$ cat config.mk
export PLATFORM = sky130hd
export DESIGN_NAME = reset_strap_config_latch
export DESIGN_NICKNAME = d
export VERILOG_FILES = /design/src/hdl/strap_cfg_pkg.sv /design/src/hdl/reset_strap_config_latch.sv /design/src/hdl/cfg_ahb_slave.sv
export VERILOG_INCLUDE_DIRS = /design/src /design/src/hdl
export SDC_FILE = /design/constraint.sdc
export NUM_CORES = 1
export LEC_CHECK = 0
export BUFFER_PORTS_ARGS = -buffer_cell sky130_fd_sc_hd__clkbuf_2
export CORE_MARGIN = 1.5
export CORE_UTILIZATION = 40
export CTS_CLUSTER_DIAMETER = 200
export DETAILED_ROUTE_END_ITERATION = 10
export PLACE_DENSITY = 0.84
export SYNTH_ARGS = -nofsm -noshare
export SYNTH_HDL_FRONTEND = slang
export SYNTH_SLANG_ARGS = --single-unit
$ cat constraint.sdc
create_clock -name hclk -period 1.7 [get_ports hclk]
set_input_delay 0.17 -clock hclk [delete_from_list [all_inputs] [get_ports hclk]]
set_output_delay 0.17 -clock hclk [all_outputs]
set_load 0.02 [all_outputs]
$ cat src/hdl/strap_cfg_defs.svh
// Purpose: constants for the reset strap configuration latch
// Assumes: 32-bit AHB-Lite register bus, word aligned registers
// Notes: offsets are byte addresses
`ifndef STRAP_CFG_DEFS_SVH
`define STRAP_CFG_DEFS_SVH

// ****************************************
// register offsets
// ****************************************
`define CFG_STATUS_OFFSET 12'h000
`define CFG_RAW_OFFSET 12'h004
`define CFG_ID_OFFSET 12'h008

// ****************************************
// field positions in the strap byte
// ****************************************
`define CFG_BUS_BIT 4
`define CFG_BOARD_HI 3
`define CFG_BOARD_LO 2
`define CFG_FB_HI 1
`define CFG_FB_LO 0
`define CFG_USED_MASK 8'h1f

// ****************************************
// status word bit positions
// ****************************************
`define ST_CAPTURED_BIT 8
`define ST_ILLEGAL_BIT 9

// ****************************************
// reset values
// ****************************************
`define CFG_RESET_VAL 5'h00
// identity word: value is arbitrary
`define CFG_ID_VAL 32'h00c0ffee

`endif

$ cat src/hdl/strap_cfg_pkg.sv
// Purpose: types for the reset strap configuration latch
// Assumes: nothing beyond the defs header
// Notes: encodings follow the strap byte layout
package strap_cfg_pkg;

  typedef enum logic {
    bus_pci = 1'b0,
    bus_vl = 1'b1
  } bus_type_t;

  typedef enum logic [1:0] {
    board_mother = 2'b00,
    board_adapter1 = 2'b01,
    board_adapter2 = 2'b10,
    board_adapter3 = 2'b11
  } board_type_t;

  typedef enum logic [1:0] {
    fb_vram = 2'b00,
    fb_bad1 = 2'b01,
    fb_bad2 = 2'b10,
    fb_dram = 2'b11
  } fb_type_t;

endpackage

$ cat src/hdl/reset_strap_config_latch.sv
// What this block does
// - capture strap byte as reset releases
// - host bus outputs floating until captured
// - row strobe, output enable inactive in reset
// - never drive memory data during reset
// - only bits four to zero matter
// - bit four picks pci or vl
// - bits three two give board type
// - frame buffer codes 01,10 illegal
//
// Purpose: latch power-on configuration from the memory data bus
// Assumes: memory_data_bus input synchronous to hclk
// Notes: capture uses the first edge after hresetn rises
`timescale 1ns/1ps
`default_nettype none
`include "strap_cfg_defs.svh"

module reset_strap_config_latch (
  // clock and reset
  input wire logic hclk,
  input wire logic hresetn,
  // memory data bus, sampled straps
  input wire logic [7:0] memory_data_bus,
  output logic memory_data_oe,
  // memory strobes, active low
  output logic row_strobe_n,
  output logic mem_out_enable_n,
  // host bus output enable
  output logic host_bus_oe,
  // captured configuration
  output strap_cfg_pkg::bus_type_t bus_type,
  output strap_cfg_pkg::board_type_t board_type,
  output strap_cfg_pkg::fb_type_t fb_type,
  output logic cfg_valid,
  output logic fb_illegal,
  // ahb-lite register bus
  input wire logic hsel,
  input wire logic [11:0] haddr,
  input wire logic [1:0] htrans,
  input wire logic hwrite,
  input wire logic [2:0] hsize,
  input wire logic [31:0] hwdata,
  input wire logic hready,
  output logic hreadyout,
  output logic hresp,
  output logic [31:0] hrdata
);
  import strap_cfg_pkg::*;

  typedef enum logic [0:0] {
    st_wait,
    st_run
  } state_t;

  state_t state_r;
  state_t state_nxt;
  logic [4:0] cfg_r;
  logic [4:0] cfg_nxt;
  logic [7:0] raw_r;
  logic captured_r;
  logic illegal_r;
  logic bus_oe_r;
  logic row_n_r;
  logic oe_n_r;
  logic mem_oe_r;
  bus_type_t bus_type_r;
  board_type_t board_type_r;
  fb_type_t fb_type_r;

  // ****************************************
  // field helpers
  // ****************************************
  // reserved bits 7:5 are masked here for the fields; the raw copy still keeps all eight bits
  function automatic logic [4:0] keep_used(input logic [7:0] strap);
    logic [7:0] kept;
    kept = strap & `CFG_USED_MASK;
    keep_used = kept[4:0];
  endfunction

  function automatic logic fb_code_bad(input logic [1:0] code);
    fb_code_bad = (code == 2'b01) || (code == 2'b10);
  endfunction

  function automatic logic bus_field(input logic [4:0] cfg);
    bus_field = cfg[`CFG_BUS_BIT];
  endfunction

  function automatic logic [1:0] board_field(input logic [4:0] cfg);
    board_field = cfg[`CFG_BOARD_HI:`CFG_BOARD_LO];
  endfunction

  function automatic logic [1:0] fb_field(input logic [4:0] cfg);
    fb_field = cfg[`CFG_FB_HI:`CFG_FB_LO];
  endfunction

  function automatic logic [31:0] pack_status(
    input logic bad,
    input logic done,
    input logic [4:0] cfg
  );
    pack_status = 32'h00000000;
    pack_status[`ST_ILLEGAL_BIT] = bad;
    pack_status[`ST_CAPTURED_BIT] = done;
    pack_status[4:0] = cfg;
  endfunction

  function automatic logic [31:0] pack_raw(input logic [7:0] strap);
    pack_raw = {24'h000000, strap};
  endfunction

  // ****************************************
  // capture control
  // ****************************************
  // one capture per reset release; hresetn low clears state to wait
  // straps must stand steady across the first edge after release
  // reset is async, so even a short pulse forces a new capture
  wire capture = (state_r == st_wait);
  wire [4:0] used_bits = keep_used(memory_data_bus);

  always_comb begin
    state_nxt = state_r;
    cfg_nxt = cfg_r;
    case (state_r)
      st_wait: begin
        cfg_nxt = used_bits;
        state_nxt = st_run;
      end
      st_run: begin
        cfg_nxt = cfg_r;
      end
      default: begin
        state_nxt = st_wait;
      end
    endcase
  end

  // ****************************************
  // next values of the flags and the raw copy
  // ****************************************
  logic captured_nxt;
  logic illegal_nxt;
  logic [7:0] raw_nxt;
  logic bus_oe_nxt;

  // flags only move on the capture edge, then hold until reset
  assign captured_nxt = captured_r | capture;
  assign illegal_nxt = capture ? fb_code_bad(fb_field(used_bits))
                               : illegal_r;
  assign raw_nxt = capture ? memory_data_bus : raw_r;
  // host side leaves high impedance with the capture edge
  assign bus_oe_nxt = captured_r | capture;

  // ****************************************
  // state and configuration registers
  // ****************************************
  always_ff @(posedge hclk or negedge hresetn) begin
    if (!hresetn) begin
      state_r <= st_wait;
    end else begin
      state_r <= state_nxt;
    end
  end

  always_ff @(posedge hclk or negedge hresetn) begin
    if (!hresetn) begin
      cfg_r <= `CFG_RESET_VAL;
    end else begin
      cfg_r <= cfg_nxt;
    end
  end

  always_ff @(posedge hclk or negedge hresetn) begin
    if (!hresetn) begin
      raw_r <= 8'h00;
    end else begin
      raw_r <= raw_nxt;
    end
  end

  always_ff @(posedge hclk or negedge hresetn) begin
    if (!hresetn) begin
      captured_r <= 1'b0;
    end else begin
      captured_r <= captured_nxt;
    end
  end

  always_ff @(posedge hclk or negedge hresetn) begin
    if (!hresetn) begin
      illegal_r <= 1'b0;
    end else begin
      illegal_r <= illegal_nxt;
    end
  end

  // ****************************************
  // field output registers
  // ****************************************
  // loaded from cfg_nxt so the fields move on the same edge as cfg_r
  always_ff @(posedge hclk or negedge hresetn) begin
    if (!hresetn) begin
      bus_type_r <= bus_type_t'(bus_field(`CFG_RESET_VAL));
    end else begin
      bus_type_r <= bus_type_t'(bus_field(cfg_nxt));
    end
  end

  always_ff @(posedge hclk or negedge hresetn) begin
    if (!hresetn) begin
      board_type_r <= board_type_t'(board_field(`CFG_RESET_VAL));
    end else begin
      board_type_r <= board_type_t'(board_field(cfg_nxt));
    end
  end

  always_ff @(posedge hclk or negedge hresetn) begin
    if (!hresetn) begin
      fb_type_r <= fb_type_t'(fb_field(`CFG_RESET_VAL));
    end else begin
      fb_type_r <= fb_type_t'(fb_field(cfg_nxt));
    end
  end

  // ****************************************
  // pin control during reset
  // ****************************************
  // strobes idle high and host bus floats until capture has happened
  always_ff @(posedge hclk or negedge hresetn) begin
    if (!hresetn) begin
      bus_oe_r <= 1'b0;
    end else begin
      bus_oe_r <= bus_oe_nxt;
    end
  end

  always_ff @(posedge hclk or negedge hresetn) begin
    if (!hresetn) begin
      row_n_r <= 1'b1;
    end else begin
      row_n_r <= 1'b1;
    end
  end

  always_ff @(posedge hclk or negedge hresetn) begin
    if (!hresetn) begin
      oe_n_r <= 1'b1;
    end else begin
      oe_n_r <= 1'b1;
    end
  end

  // straps or rom own the bus; this block never drives it
  always_ff @(posedge hclk or negedge hresetn) begin
    if (!hresetn) begin
      mem_oe_r <= 1'b0;
    end else begin
      mem_oe_r <= 1'b0;
    end
  end

  assign memory_data_oe = mem_oe_r;
  assign host_bus_oe = bus_oe_r;
  assign row_strobe_n = row_n_r;
  assign mem_out_enable_n = oe_n_r;

  // ****************************************
  // decoded fields
  // ****************************************
  assign bus_type = bus_type_r;
  assign board_type = board_type_r;
  assign fb_type = fb_type_r;
  assign cfg_valid = captured_r;
  assign fb_illegal = illegal_r;

  // ****************************************
  // register bus
  // ****************************************
  // read-only copies of the latched state; writes have no target
  wire [31:0] status_word = pack_status(illegal_r, captured_r, cfg_r);
  wire [31:0] raw_word = pack_raw(raw_r);
  wire unused_ok = ^{hsize, hwdata};

  cfg_ahb_slave u_regs (
    .hclk(hclk),
    .hresetn(hresetn),
    .hsel(hsel),
    .haddr(haddr),
    .htrans(htrans),
    .hwrite(hwrite),
    .hready(hready),
    .hreadyout(hreadyout),
    .hresp(hresp),
    .hrdata(hrdata),
    .status_word(status_word),
    .raw_word(raw_word)
  );

endmodule
`default_nettype wire

$ cat src/hdl/cfg_ahb_slave.sv
// Purpose: AHB-Lite read-only register slave for captured configuration
// Assumes: single word transfers, zero wait states
// Notes: writes are accepted and ignored; unmapped reads give zero
`timescale 1ns/1ps
`default_nettype none
`include "strap_cfg_defs.svh"

module cfg_ahb_slave (
  // clock and reset
  input wire logic hclk,
  input wire logic hresetn,
  // ahb-lite
  input wire logic hsel,
  input wire logic [11:0] haddr,
  input wire logic [1:0] htrans,
  input wire logic hwrite,
  input wire logic hready,
  output logic hreadyout,
  output logic hresp,
  output logic [31:0] hrdata,
  // register contents
  input wire logic [31:0] status_word,
  input wire logic [31:0] raw_word
);

  logic [31:0] rdata_r;
  logic [31:0] rdata_nxt;
  logic ready_r;
  logic resp_r;
  wire take = hsel & hready & htrans[1] & ~hwrite;

  // ****************************************
  // read data selection
  // ****************************************
  // decoded in the address phase so read data leaves a flop
  wire hit_status = (haddr == `CFG_STATUS_OFFSET);
  wire hit_raw = (haddr == `CFG_RAW_OFFSET);
  wire hit_id = (haddr == `CFG_ID_OFFSET);

  always_comb begin
    if (!take) begin
      rdata_nxt = 32'h00000000;
    end else if (hit_status) begin
      rdata_nxt = status_word;
    end else if (hit_raw) begin
      rdata_nxt = raw_word;
    end else if (hit_id) begin
      rdata_nxt = `CFG_ID_VAL;
    end else begin
      rdata_nxt = 32'h00000000;
    end
  end

  always_ff @(posedge hclk or negedge hresetn) begin
    if (!hresetn) begin
      rdata_r <= 32'h00000000;
      ready_r <= 1'b1;
      resp_r <= 1'b0;
    end else begin
      rdata_r <= rdata_nxt;
      ready_r <= 1'b1;
      resp_r <= 1'b0;
    end
  end

  assign hreadyout = ready_r;
  assign hresp = resp_r;
  assign hrdata = rdata_r;

endmodule
`default_nettype wire

==> results of run 1 <==
-- power groups by stage --
stage | registers, W | logic [W] | clock network [W]
2_1_floorplan | 0.000631 | 0.000141 | 0
3_3_place_gp | 0.000631 | 0.000160 | 0
3_5_place_dp | 0.000633 | 0.000163 | 0
4_1_cts | 0.000621 | 0.000165 | 0.000241
5_1_grt | 0.000626 | 0.000180 | 0.000267
6_report | 0.000622 | 0.000163 | 0.000231
-- what timing repair did --
action,in CTS,in global routing
endpoints found under the hold margin,24,0
setup endpoints to repair,0,0
hold buffers,1,0
-- synthesized netlist by cell type (2+ instances only) --
cell type / count
nor3_2: 2
conb_1: 2
nand2_1: 12
buf_2: 2
buf_4: 30
a21oi_1: 5
mux2_2: 6
dfrtp_1: 24
nand2b_1: 7
nor2_1: 4
-- sequential cells by signal (all words and copies together) (netlist names) --
| signal | cells |
|---|---|
| cfg_valid | 1 |
| u_regs.hrdata | 11 |
| state_r | 1 |
| board_type | 1 |
| fb_illegal | 1 |
| raw_r | 5 |
| bus_type | 1 |
| cfg_r | 3 |
-- layer usage --
| layer | vias to the layer above | global-route usage, % | share of wire, % | wire length [microns] |
|---|---|---|---|---|
| li1 | 380 | - | - | - |
| met1 | 353 | 12.9 | 40 | 727 |
| met2 | 41 | 19.3 | 47 | 862 |
| met3 | 4 | 5.22 | 11 | 196 |
| met4 | 0 | 5.98 | 2.2 | 41 |
| met5 | - | 0 | 0 | 0 |
-- how the worst min path moves through the flow --
stage,depth (start not counted),end
final,3,board_type[0]$_DFFE_PN0N_
after global routing,2,raw_r[7]$_DFFE_PN0N_
after CTS,2,cfg_r[3]$_DFFE_PN0N_
after detailed placement,1,cfg_r[3]$_DFFE_PN0N_
after global placement,1,cfg_r[3]$_DFFE_PN0N_
after floorplan,0,board_type[0]$_DFFE_PN0N_
-- kinds of logic (layout without fill, tap and decap cells) --
group | Yosys count | after routing | synth area share, %
AOI/OAI and AO/OA | 7 | 7 | 3.57
xor gates and xnor gates | 1 | 1 | 0.735
buffers and inverters | 34 | 56 | 21.0
DFF | 24 | 24 | 50.4
muxes | 7 | 7 | 6.51
other | 2 | 20 | 0.630
and+or+nand+nor | 33 | 33 | 17.2
-- through the flow --
stage | hold WS (ns) | util, % | worst slack (ns) | instances | instance area (sq um)
after floorplan | -0.126 | - | 0.626 | 126 | 1260
after global placement | 0.178 | 47.1 | 0.582 | 175 | 1310
after CTS | 0.0773 | 48.3 | 0.544 | 179 | 1340
after detailed placement | 0.192 | 47.1 | 0.562 | 175 | 1310
final | 0.0850 | 48.3 | 0.563 | 179 | 1340
after global routing | 0.0767 | 48.3 | 0.482 | 179 | 1340
-- layout make-up --
cell class / count / area, sq um / area share, %
Sequential cell: 24 / 601 / 44.7
Tap cell: 31 / 38.8 / 2.89
Clock buffer: 3 / 22.5 / 1.68
Timing Repair Buffer: 53 / 273 / 20.3
Multi-Input combinational cell: 68 / 409 / 30.4
-- layout by cell type (no fill, tap or decap), types with 2 or more instances in the layout --
cell      synthesis  layout
dfrtp_1          24      24
clkbuf_2          0      51
nand2b_1          7       7
clkbuf_4          0       3
conb_1            2      20
nor3_2            2       2
nor2_1            4       4
mux2_2            6       6
nand2_1          12      12
a21oi_1           5       5
==> results.py, run 1 <==
metrics = {
    "critical_path": {
        "reg2regPathDepth": 1,
        "path_cells": "mux2_2",
        "worstSetupStartpoint": "state_r$_DFF_PN0_",
        "path_buf_inv": 0,
        "endpoint": "cfg_r[1]$_DFFE_PN0N_",
        "cp.arrival_ns": 1.34,
        "r2r_end": "cfg_r[1]$_DFFE_PN0N_",
        "critical-path-top-delay-family": "flip-flops",
        "start_kind": "flop",
        "r2r-start": "state_r$_DFF_PN0_",
        "crit_required_ns": 1.90,
        "worst_setup_path_end_kind": "flop",
        "crit_slowest_cell": "dfrtp_1",
        "crit_fanout": 15,
        "critical_path_class": "flop to flop",
        "cpPeakStageDelay_ns": 0.65,
        "reg2reg_slack_ns": 0.56,
        "cp.depth": 1,
    },
    "die": {
        "num_io_pins": 107,
        "coreArea_sq_mm": 0.00278,
        "die_h_microns": 57.6,
        "std_cell_rows": 19,
        "dieArea_sq_mm": 0.00332,
        "die_w_microns": 57.6,
        "start_util_pct": 42.9,
    },
    "synthesis": {
        "ys_ff_latch": 24,
        "synth.yosys.warnings": 0,
        "synth-edff-count": 0,
        "yosysTopAreaCellShare_pct": 50.4,
        "synth_top_area_cell": "dfrtp_1",
        "avgSynthCellArea_sq_um": 11.0,
        "synthDistinctLibCells": 24,
        "synthCells": 108,
        "seq_area_frac_synth_pct": 50.4,
        "synth_top_flop_cell": "dfrtp_1",
        "syn_area_sq_mm": 0.00119,
        "synth_area_leaders": "dfrtp_1 (50%), buf_4 (19%), mux2_2 (5.7%)",
        "async_flop_share_pct": 100,
    },
    "drt": {
        "drt_iter0_markers": 18,
        "routed_wl_microns": 1830,
        "wl_per_cell_microns": 10.2,
        "vias": 778,
        "ant_nets": 0,
        "viasPerCell": 4.35,
        "dr.pass1.iters": 4,
        "drcViolationCount": 0,
    },
    "pwr": {
        "p_leak_nw": 0.722,
        "power_frac_comb_pct": 16.1,
        "clockPowerShare_pct": 22.7,
        "p_switching_w": 0.000275,
        "power_w": 0.00102,
        "p_int_w": 0.000740,
        "p_seq_share_pct": 61.2,
        "ir_drop_v": 0.000639,
        "p_per_area_mw_per_mm2": 756,
        "swShare_pct": 27.1,
    },
    "grt": {
        "overflow": 0,
        "grt_pass1_wl_microns": 2930,
        "grt_util_all_layers_pct": 11.8,
        "grt_max_degree": 25,
        "grt_pass1_vias": 671,
        "antenna_found_initial": 0,
    },
    "cts": {
        "cts-resized-gates": 0,
        "clk_pin_slew_ns": 0.11,
        "cts_buffer_depth": 2,
        "clock-root-buffer": "clkbuf_4",
        "cts_tree": "yes",
        "h-tree-depth": 1,
        "clkSinkCount": 24,
        "clock_latency_ns": 0.30,
        "cts_setup_buffers": 0,
        "cts_buffers": 3,
    },
    "placed_design": {
        "numPortBuffers": 51,
        "place_hpwl_microns": 1490,
        "gp_congestion": 0.716,
    },
    "sta": {
        "clock_skew_ns": 0.00225,
        "grt_setup_unrepaired": "no",
        "slew_headroom_pct": 62.3,
        "fin_crit_ns": 1.14,
        "worstMarginPinSlew_ns": 0.565,
        "finalSetupTns_ns": 0,
        "setup_violations": 0,
        "final_hold_viol_count": 0,
        "maxSlewViolCount": 0,
        "clock.fmax_mhz": 879,
        "timing.final.crit_share_pct": 66.9,
    },
    "cells_and_area": {
        "diodes": 0,
        "fillers": 277,
        "drive_gt1_share_pct": 45.9,
        "area.growth.synth_to_final_pct": 12.7,
        "nets": 212,
    },
    "run": {
        "cap_violations": 0,
    },
    "outcome": {
        "outcome": "completed",
    },
    "min_path": {
        "hp-start": "memory_data_bus[2]",
        "hold_path.class": "primary input to flop",
    },
}
Note: power is estimated with default switching activity, not from simulation.
==> inputs of run 2 (changes only) <==
- ABC_AREA: unset -> 1
- CORE_UTILIZATION: 40 -> 35
- PLACE_DENSITY: 0.84 -> 0.75
- clock period: 1.7 -> 0.99 ns (I/O delays scaled with it)
==> run 2 against run 1 <==
Global-route usage decreased by 0.75 points. Sequential power increased by 69%. Register-to-register slack got worse by 0.43 ns. Sequential share of layout area decreased by 7.1 points. Routed wire length increased by 17%. Utilization decreased by 4.3 points. Highest routed layer unchanged. Die area increased by 24%. Sequential cell count unchanged. Area after synthesis increased by 10%. Via count increased by 25%. Critical path type is now flop to output pin.
==> results.py, run 2 <==
metrics = {
    "sta": {
        "grt_setup_unrepaired": "yes",
        "final_hold_viol_count": 0,
        "setup_violations": 0,
        "timing.final.crit_share_pct": 97.3,
        "maxSlewViolCount": 0,
        "clock_skew_ns": 0.00313,
        "finalWorstSetupSlack_ns": 0.0263,
        "fin_crit_ns": 0.964,
        "clock.fmax_mhz": 1040,
        "finalSetupTns_ns": 0,
    },
    "placed_design": {
        "dp_cells": 240,
        "post-place-ws_ns": -0.0456,
        "numPortBuffers": 51,
        "gp_congestion": 0.682,
        "post_dp_cell_area_sq_mm": 0.00152,
        "place_hpwl_microns": 1740,
    },
    "synthesis": {
        "synth_most_common_cell": "nand2_1",
        "synthDistinctLibCells": 22,
        "seq_area_frac_synth_pct": 45.8,
        "ys_ff_latch": 24,
        "synthCells": 148,
        "syn_area_sq_mm": 0.00131,
        "synth_top_area_cell": "dfrtp_1",
        "synth.yosys.warnings": 0,
        "synth_commonest_cells": "nand2_1 (32), buf_4 (31), dfrtp_1 (24)",
        "synth_area_leaders": "dfrtp_1 (46%), buf_4 (18%), nand2_1 (9.2%)",
        "async_flop_share_pct": 100,
        "synth_top_flop_cell": "dfrtp_1",
        "synth-edff-count": 0,
        "avgSynthCellArea_sq_um": 8.87,
        "yosysTopAreaCellShare_pct": 45.8,
    },
    "pwr": {
        "power_w": 0.00200,
        "p_leak_nw": 0.888,
        "p_per_area_mw_per_mm2": 1250,
        "ir_drop_v": 0.00105,
    },
    "drt": {
        "wl_per_cell_microns": 8.71,
        "viasPerCell": 3.96,
        "drt_iter0_markers": 23,
        "drcViolationCount": 0,
        "dr.pass1.iters": 3,
        "routed_wl_microns": 2140,
        "ant_nets": 0,
        "vias": 973,
    },
    "cts": {
        "cts_tree": "yes",
        "clock-root-buffer": "clkbuf_8",
        "clock_latency_ns": 0.26,
        "h-tree-depth": 1,
        "clk_pin_slew_ns": 0.08,
        "clkSinkCount": 24,
        "cts_buffers": 3,
        "cts_buffer_depth": 2,
    },
    "grt": {
        "grt_util_all_layers_pct": 11.0,
        "antenna_found_initial": 0,
        "grt_pass1_wl_microns": 3540,
        "grt_max_degree": 25,
        "grt_pass1_vias": 861,
        "overflow": 0,
    },
    "run": {
        "cap_violations": 0,
    },
    "cells_and_area": {
        "diodes": 0,
        "layout_common_cells": "clkbuf_2 (43), nand2_1 (32), dfrtp_1 (23)",
        "area.growth.synth_to_final_pct": 21.8,
        "nets": 261,
        "drive_gt1_share_pct": 44.4,
        "fillers": 379,
        "final_cell_area_sq_mm": 0.00160,
        "largest_reg_flops": 11,
        "final_common_cell": "clkbuf_2",
        "final_cells": 246,
    },
    "critical_path": {
        "critical_path_class": "flop to output pin",
        "start_kind": "flop",
        "crit_required_ns": 0.89,
        "reg2reg_slack_ns": 0.13,
        "path_buf_inv": 1,
        "r2r_end": "fb_illegal$_DFFE_PN0N_",
        "cp.depth": 1,
        "cp.arrival_ns": 0.86,
        "crit_slowest_cell": "dfrtp_2",
        "reg2regPathDepth": 3,
        "worstSetupStartpoint": "u_regs.hrdata[22]$_DFF_PN0_",
        "r2r-start": "state_r$_DFF_PN0_",
        "cpPeakStageDelay_ns": 0.44,
        "crit_fanout": 8,
        "endpoint": "hrdata[23]",
        "critical-path-top-delay-family": "flip-flops",
        "worst_setup_path_end_kind": "output pin",
        "path_cells": "buf_2",
    },
    "die": {
        "std_cell_rows": 22,
        "start_util_pct": 36.1,
        "num_io_pins": 107,
        "die_h_microns": 64.2,
        "coreArea_sq_mm": 0.00363,
        "dieArea_sq_mm": 0.00413,
        "die_w_microns": 64.2,
    },
    "outcome": {
        "outcome": "completed",
    },
    "min_path": {
        "hp-start": "memory_data_bus[5]",
        "hold_path.class": "primary input to flop",
    },
}
## run 2: cell count changes after synthesis, sizes merged, moves of 2 or more
cell	delta
nand2b	-7
a21oi	-2
mux2	-6
inv	+11
nor2	+18
nand2	+25
nand3	+7
o21ai	+5
nor3	-3
## run 2: through the flow
step / hold slack, ns / utilization [%]
after floorplan: -0.197 / -
after global placement: 0.0987 / 41.7
after detailed placement: 0.0985 / 41.7
after CTS: 0.0196 / 43.5
after global routing: 0.0205 / 44.0
final: 0.0251 / 44.0
## run 2: power by group
| part | switching [W] | internal [W] | total, W |
|---|---|---|---|
| clock network | 0.000286 | 0.000354 | 0.000641 |
| logic | 0.000207 | 0.0000999 | 0.000307 |
| registers | 0.0000289 | 0.00102 | 0.00105 |
| total | 0.000522 | 0.00148 | 0.00200 |
## run 2: how the worst min path moves through the flow
stage          cells after the start                         end
3_3_place_gp                       2  u_regs.hrdata[4]$_DFF_PN0_
2_1_floorplan                      0   board_type[0]$_DFFE_PN0N_
3_5_place_dp                       2  u_regs.hrdata[4]$_DFF_PN0_
5_1_grt                            3        raw_r[6]$_DFFE_PN0N_
4_1_cts                            3        cfg_r[3]$_DFFE_PN0N_
6_report                           3        raw_r[5]$_DFFE_PN0N_
## run 2: logic make-up after synthesis
| kind of cell | synth area share [%] |
|---|---|
| other | 0.572 |
| AND/OR/NAND/NOR | 26.3 |
| buffers and inverters | 22.4 |
| flip-flops | 45.8 |
| AO/OA/AOI/OAI | 4.96 |
## run 2: tightest hold or removal path, cell delays in order
cell	delay [ns]
clkbuf_2	0.07
nand2_1	0.04
nand2_1	0.04
## run 2: repair_timing
action | CTS | global route
endpoints found under the hold margin | 24 | 0
endpoints found under the setup margin | 8 | 10
resized for setup | 1 | 12
hold buffers | 1 | 0
pin swaps | 0 | 0
setup buffers | 0 | 1
gates cloned | 0 | 0
## run 2: metal layers
layer  global-route usage, %  wire length (microns)  share of wire (%)  vias up
li1                        -                      -                  -      502
met2                    20.8                   1160                 54       36
met5                       0                      0                  0        -
met4                    3.19                     19               0.89        0
met1                    11.5                    798                 37      433
met3                    3.70                    169                7.9        2
## run 2: layout make-up
cell class	instances	area (sq um)	share of cell area, %
multi-input combinational	98	485	30.4
tap	48	60.1	3.76
timing repair buffer	61	353	22.1
inverter	11	43.8	2.74
clock buffer	4	55.1	3.44
sequential	24	602	37.6
==> inputs of run 3 (changes only) <==
- CORE_UTILIZATION: 35 -> 36
- CTS_BUF_LIST: unset -> sky130_fd_sc_hd__clkbuf_4
- PLACE_DENSITY: 0.75 -> 0.77
==> run 3 against run 2 <==
The flow now finishes with violations (negative setup slack). Cell count grew 2.4%. Via count grew 2.9%. Die area shrank 2.6%. Highest routed layer unchanged. Sequential power is essentially flat. Non-clock buffer count grew 9.
==> results.py, run 3 (synthesis results as in run 2) <==
metrics = {
    "sta": {
        "timing.final.crit_share_pct": 105,
        "clock.fmax_mhz": 965,
        "finalWorstSetupSlack_ns": -0.0465,
        "setup_violations": 8,
        "fin_crit_ns": 1.04,
        "grt_setup_unrepaired": "yes",
        "maxSlewViolCount": 0,
        "clock_skew_ns": 0.00214,
        "final_hold_viol_count": 0,
        "holdWs_ns": 0.0126,
    },
    "pwr": {
        "p_int_w": 0.00132,
        "p_leak_nw": 0.928,
        "clockPowerShare_pct": 22.0,
        "power_w": 0.00183,
        "p_switching_w": 0.000509,
        "swShare_pct": 27.9,
        "power_frac_comb_pct": 20.6,
        "p_per_area_mw_per_mm2": 1070,
        "ir_drop_v": 0.000691,
        "p_seq_share_pct": 57.4,
    },
    "placed_design": {
        "post_dp_cell_area_sq_mm": 0.00153,
        "gp_congestion": 0.714,
        "post-place-ws_ns": -0.0566,
        "numPortBuffers": 51,
        "place_hpwl_microns": 1840,
    },
    "critical_path": {
        "crit_fanout": 8,
        "start_kind": "flop",
        "r2r_end": "cfg_valid$_DFF_PN0_",
        "cpPeakStageDelay_ns": 0.47,
        "reg2regPathDepth": 2,
        "worst_setup_path_end_kind": "output pin",
        "r2r-start": "cfg_valid$_DFF_PN0_",
        "critical-path-top-delay-family": "flip-flops",
        "crit_required_ns": 0.89,
        "reg2reg_slack_ns": 0.02,
        "path_cells": "buf_4",
        "path_buf_inv": 1,
        "cp.depth": 1,
        "crit_slowest_cell": "dfrtp_2",
        "cp.arrival_ns": 0.94,
        "critical_path_class": "flop to output pin",
    },
    "drt": {
        "highest_layer": "met4",
        "dr_wl_met3_microns": 137,
        "viasPerCell": 3.97,
        "met2_wirelength_microns": 1240,
        "dr.pass1.iters": 4,
        "drcViolationCount": 0,
        "vias": 1001,
        "drt_iter0_markers": 16,
        "routedLengthMet1_microns": 910,
        "wl_per_cell_microns": 9.12,
        "ant_nets": 0,
        "routed_wl_microns": 2300,
    },
    "cells_and_area": {
        "layout_common_cells": "clkbuf_2 (41), nand2_1 (32), dfrtp_1 (23)",
        "final_cell_area_sq_mm": 0.00170,
        "largest_reg_flops": 11,
        "drive_gt1_share_pct": 44.2,
        "diodes": 0,
        "area.growth.synth_to_final_pct": 29.8,
        "nets": 270,
        "fillers": 337,
        "final_common_cell": "clkbuf_2",
    },
    "grt": {
        "grt_max_degree": 14,
        "overflow": 0,
        "grt_util_all_layers_pct": 11.4,
        "grt_pass1_wl_microns": 3690,
        "grt_pass1_vias": 912,
        "antenna_found_initial": 0,
    },
    "die": {
        "std_cell_rows": 21,
        "dieArea_sq_mm": 0.00402,
        "die_h_microns": 63.4,
        "coreArea_sq_mm": 0.00342,
        "num_io_pins": 107,
        "start_util_pct": 38.4,
        "die_w_microns": 63.4,
    },
    "cts": {
        "cts_tree": "yes",
        "clkSinkCount": 24,
        "clk_pin_slew_ns": 0.12,
        "clock-root-buffer": "clkbuf_4",
        "clock_latency_ns": 0.30,
        "cts_buffer_depth": 2,
        "cts_buffers": 3,
        "h-tree-depth": 1,
    },
    "run": {
        "cap_violations": 0,
    },
    "outcome": {
        "outcome": "finished, violations left",
        "violations": "negative setup slack",
    },
    "min_path": {
        "min_to": "raw_r[2]$_DFFE_PN0N_",
        "hp-start": "memory_data_bus[2]",
        "hold_path.class": "primary input to flop",
        "min_path_cells": 3,
    },
}
[run 3: timing repair]
item	4_1_cts	5_1_grt
setup buffers	4	1
setup endpoints to repair	14	15
endpoints found under the hold margin	28	1
hold buffers	5	1
gates resized for setup	3	25
[run 3: area by class of cell]
cell class | count | area, sq um | area share (%)
clock buffer | 3 | 22.5 | 1.32
inverter | 11 | 41.3 | 2.42
multi-input combinational | 98 | 485 | 28.5
sequential | 24 | 602 | 35.3
tap | 46 | 57.6 | 3.38
timing repair buffer | 70 | 495 | 29.1
[run 3: power by group through the flow]
| stage | Clock [W] | Sequential [W] | Combinational [W] |
|---|---|---|---|
| 3_3_place_gp | 0 | 0.00107 | 0.000303 |
| 2_1_floorplan | 0 | 0.00108 | 0.000244 |
| 4_1_cts | 0.000414 | 0.00105 | 0.000353 |
| 6_report | 0.000402 | 0.00105 | 0.000377 |
| 5_1_grt | 0.000455 | 0.00106 | 0.000410 |
| 3_5_place_dp | 0 | 0.00107 | 0.000308 |
[run 3: worst register-to-register path, delay by kind of cell, from the launching register on]
family | cells | cell delay [ns]
buffers and inverters | 1 | 0.15
and+or+nand+nor | 1 | 0.28
DFF | 1 | 0.44
[run 3: worst max path at each step]
stage                                            from                         end  slack (ns)
after floorplan                     state_r$_DFF_PN0_         cfg_valid$_DFF_PN0_        0.01
after global placement                       haddr[9]  u_regs.hrdata[7]$_DFF_PN0_       -0.02
after detailed placement                    haddr[11]  u_regs.hrdata[5]$_DFF_PN0_       -0.06
after CTS                 u_regs.hrdata[22]$_DFF_PN0_                  hrdata[11]       -0.05
after global routing      u_regs.hrdata[22]$_DFF_PN0_                  hrdata[22]       -0.09
final                     u_regs.hrdata[22]$_DFF_PN0_                  hrdata[12]       -0.05
[run 3: stage by stage]
step / utilization [%] / instances / TNS, ns
3_5_place_dp: 44.7 / 238 / -0.245
5_1_grt: 49.9 / 252 / -0.813
3_3_place_gp: 44.7 / 238 / -0.132
2_1_floorplan: - / 166 / 0
4_1_cts: 47.9 / 250 / -0.376
6_report: 49.9 / 252 / -0.353
[run 3: layer usage]
metal  track usage, %  vias to the layer above
li1                 -                      517
met1             11.7                      446
met2             22.6                       36
met3             2.86                        2
met4             2.45                        0
met5                0                        -
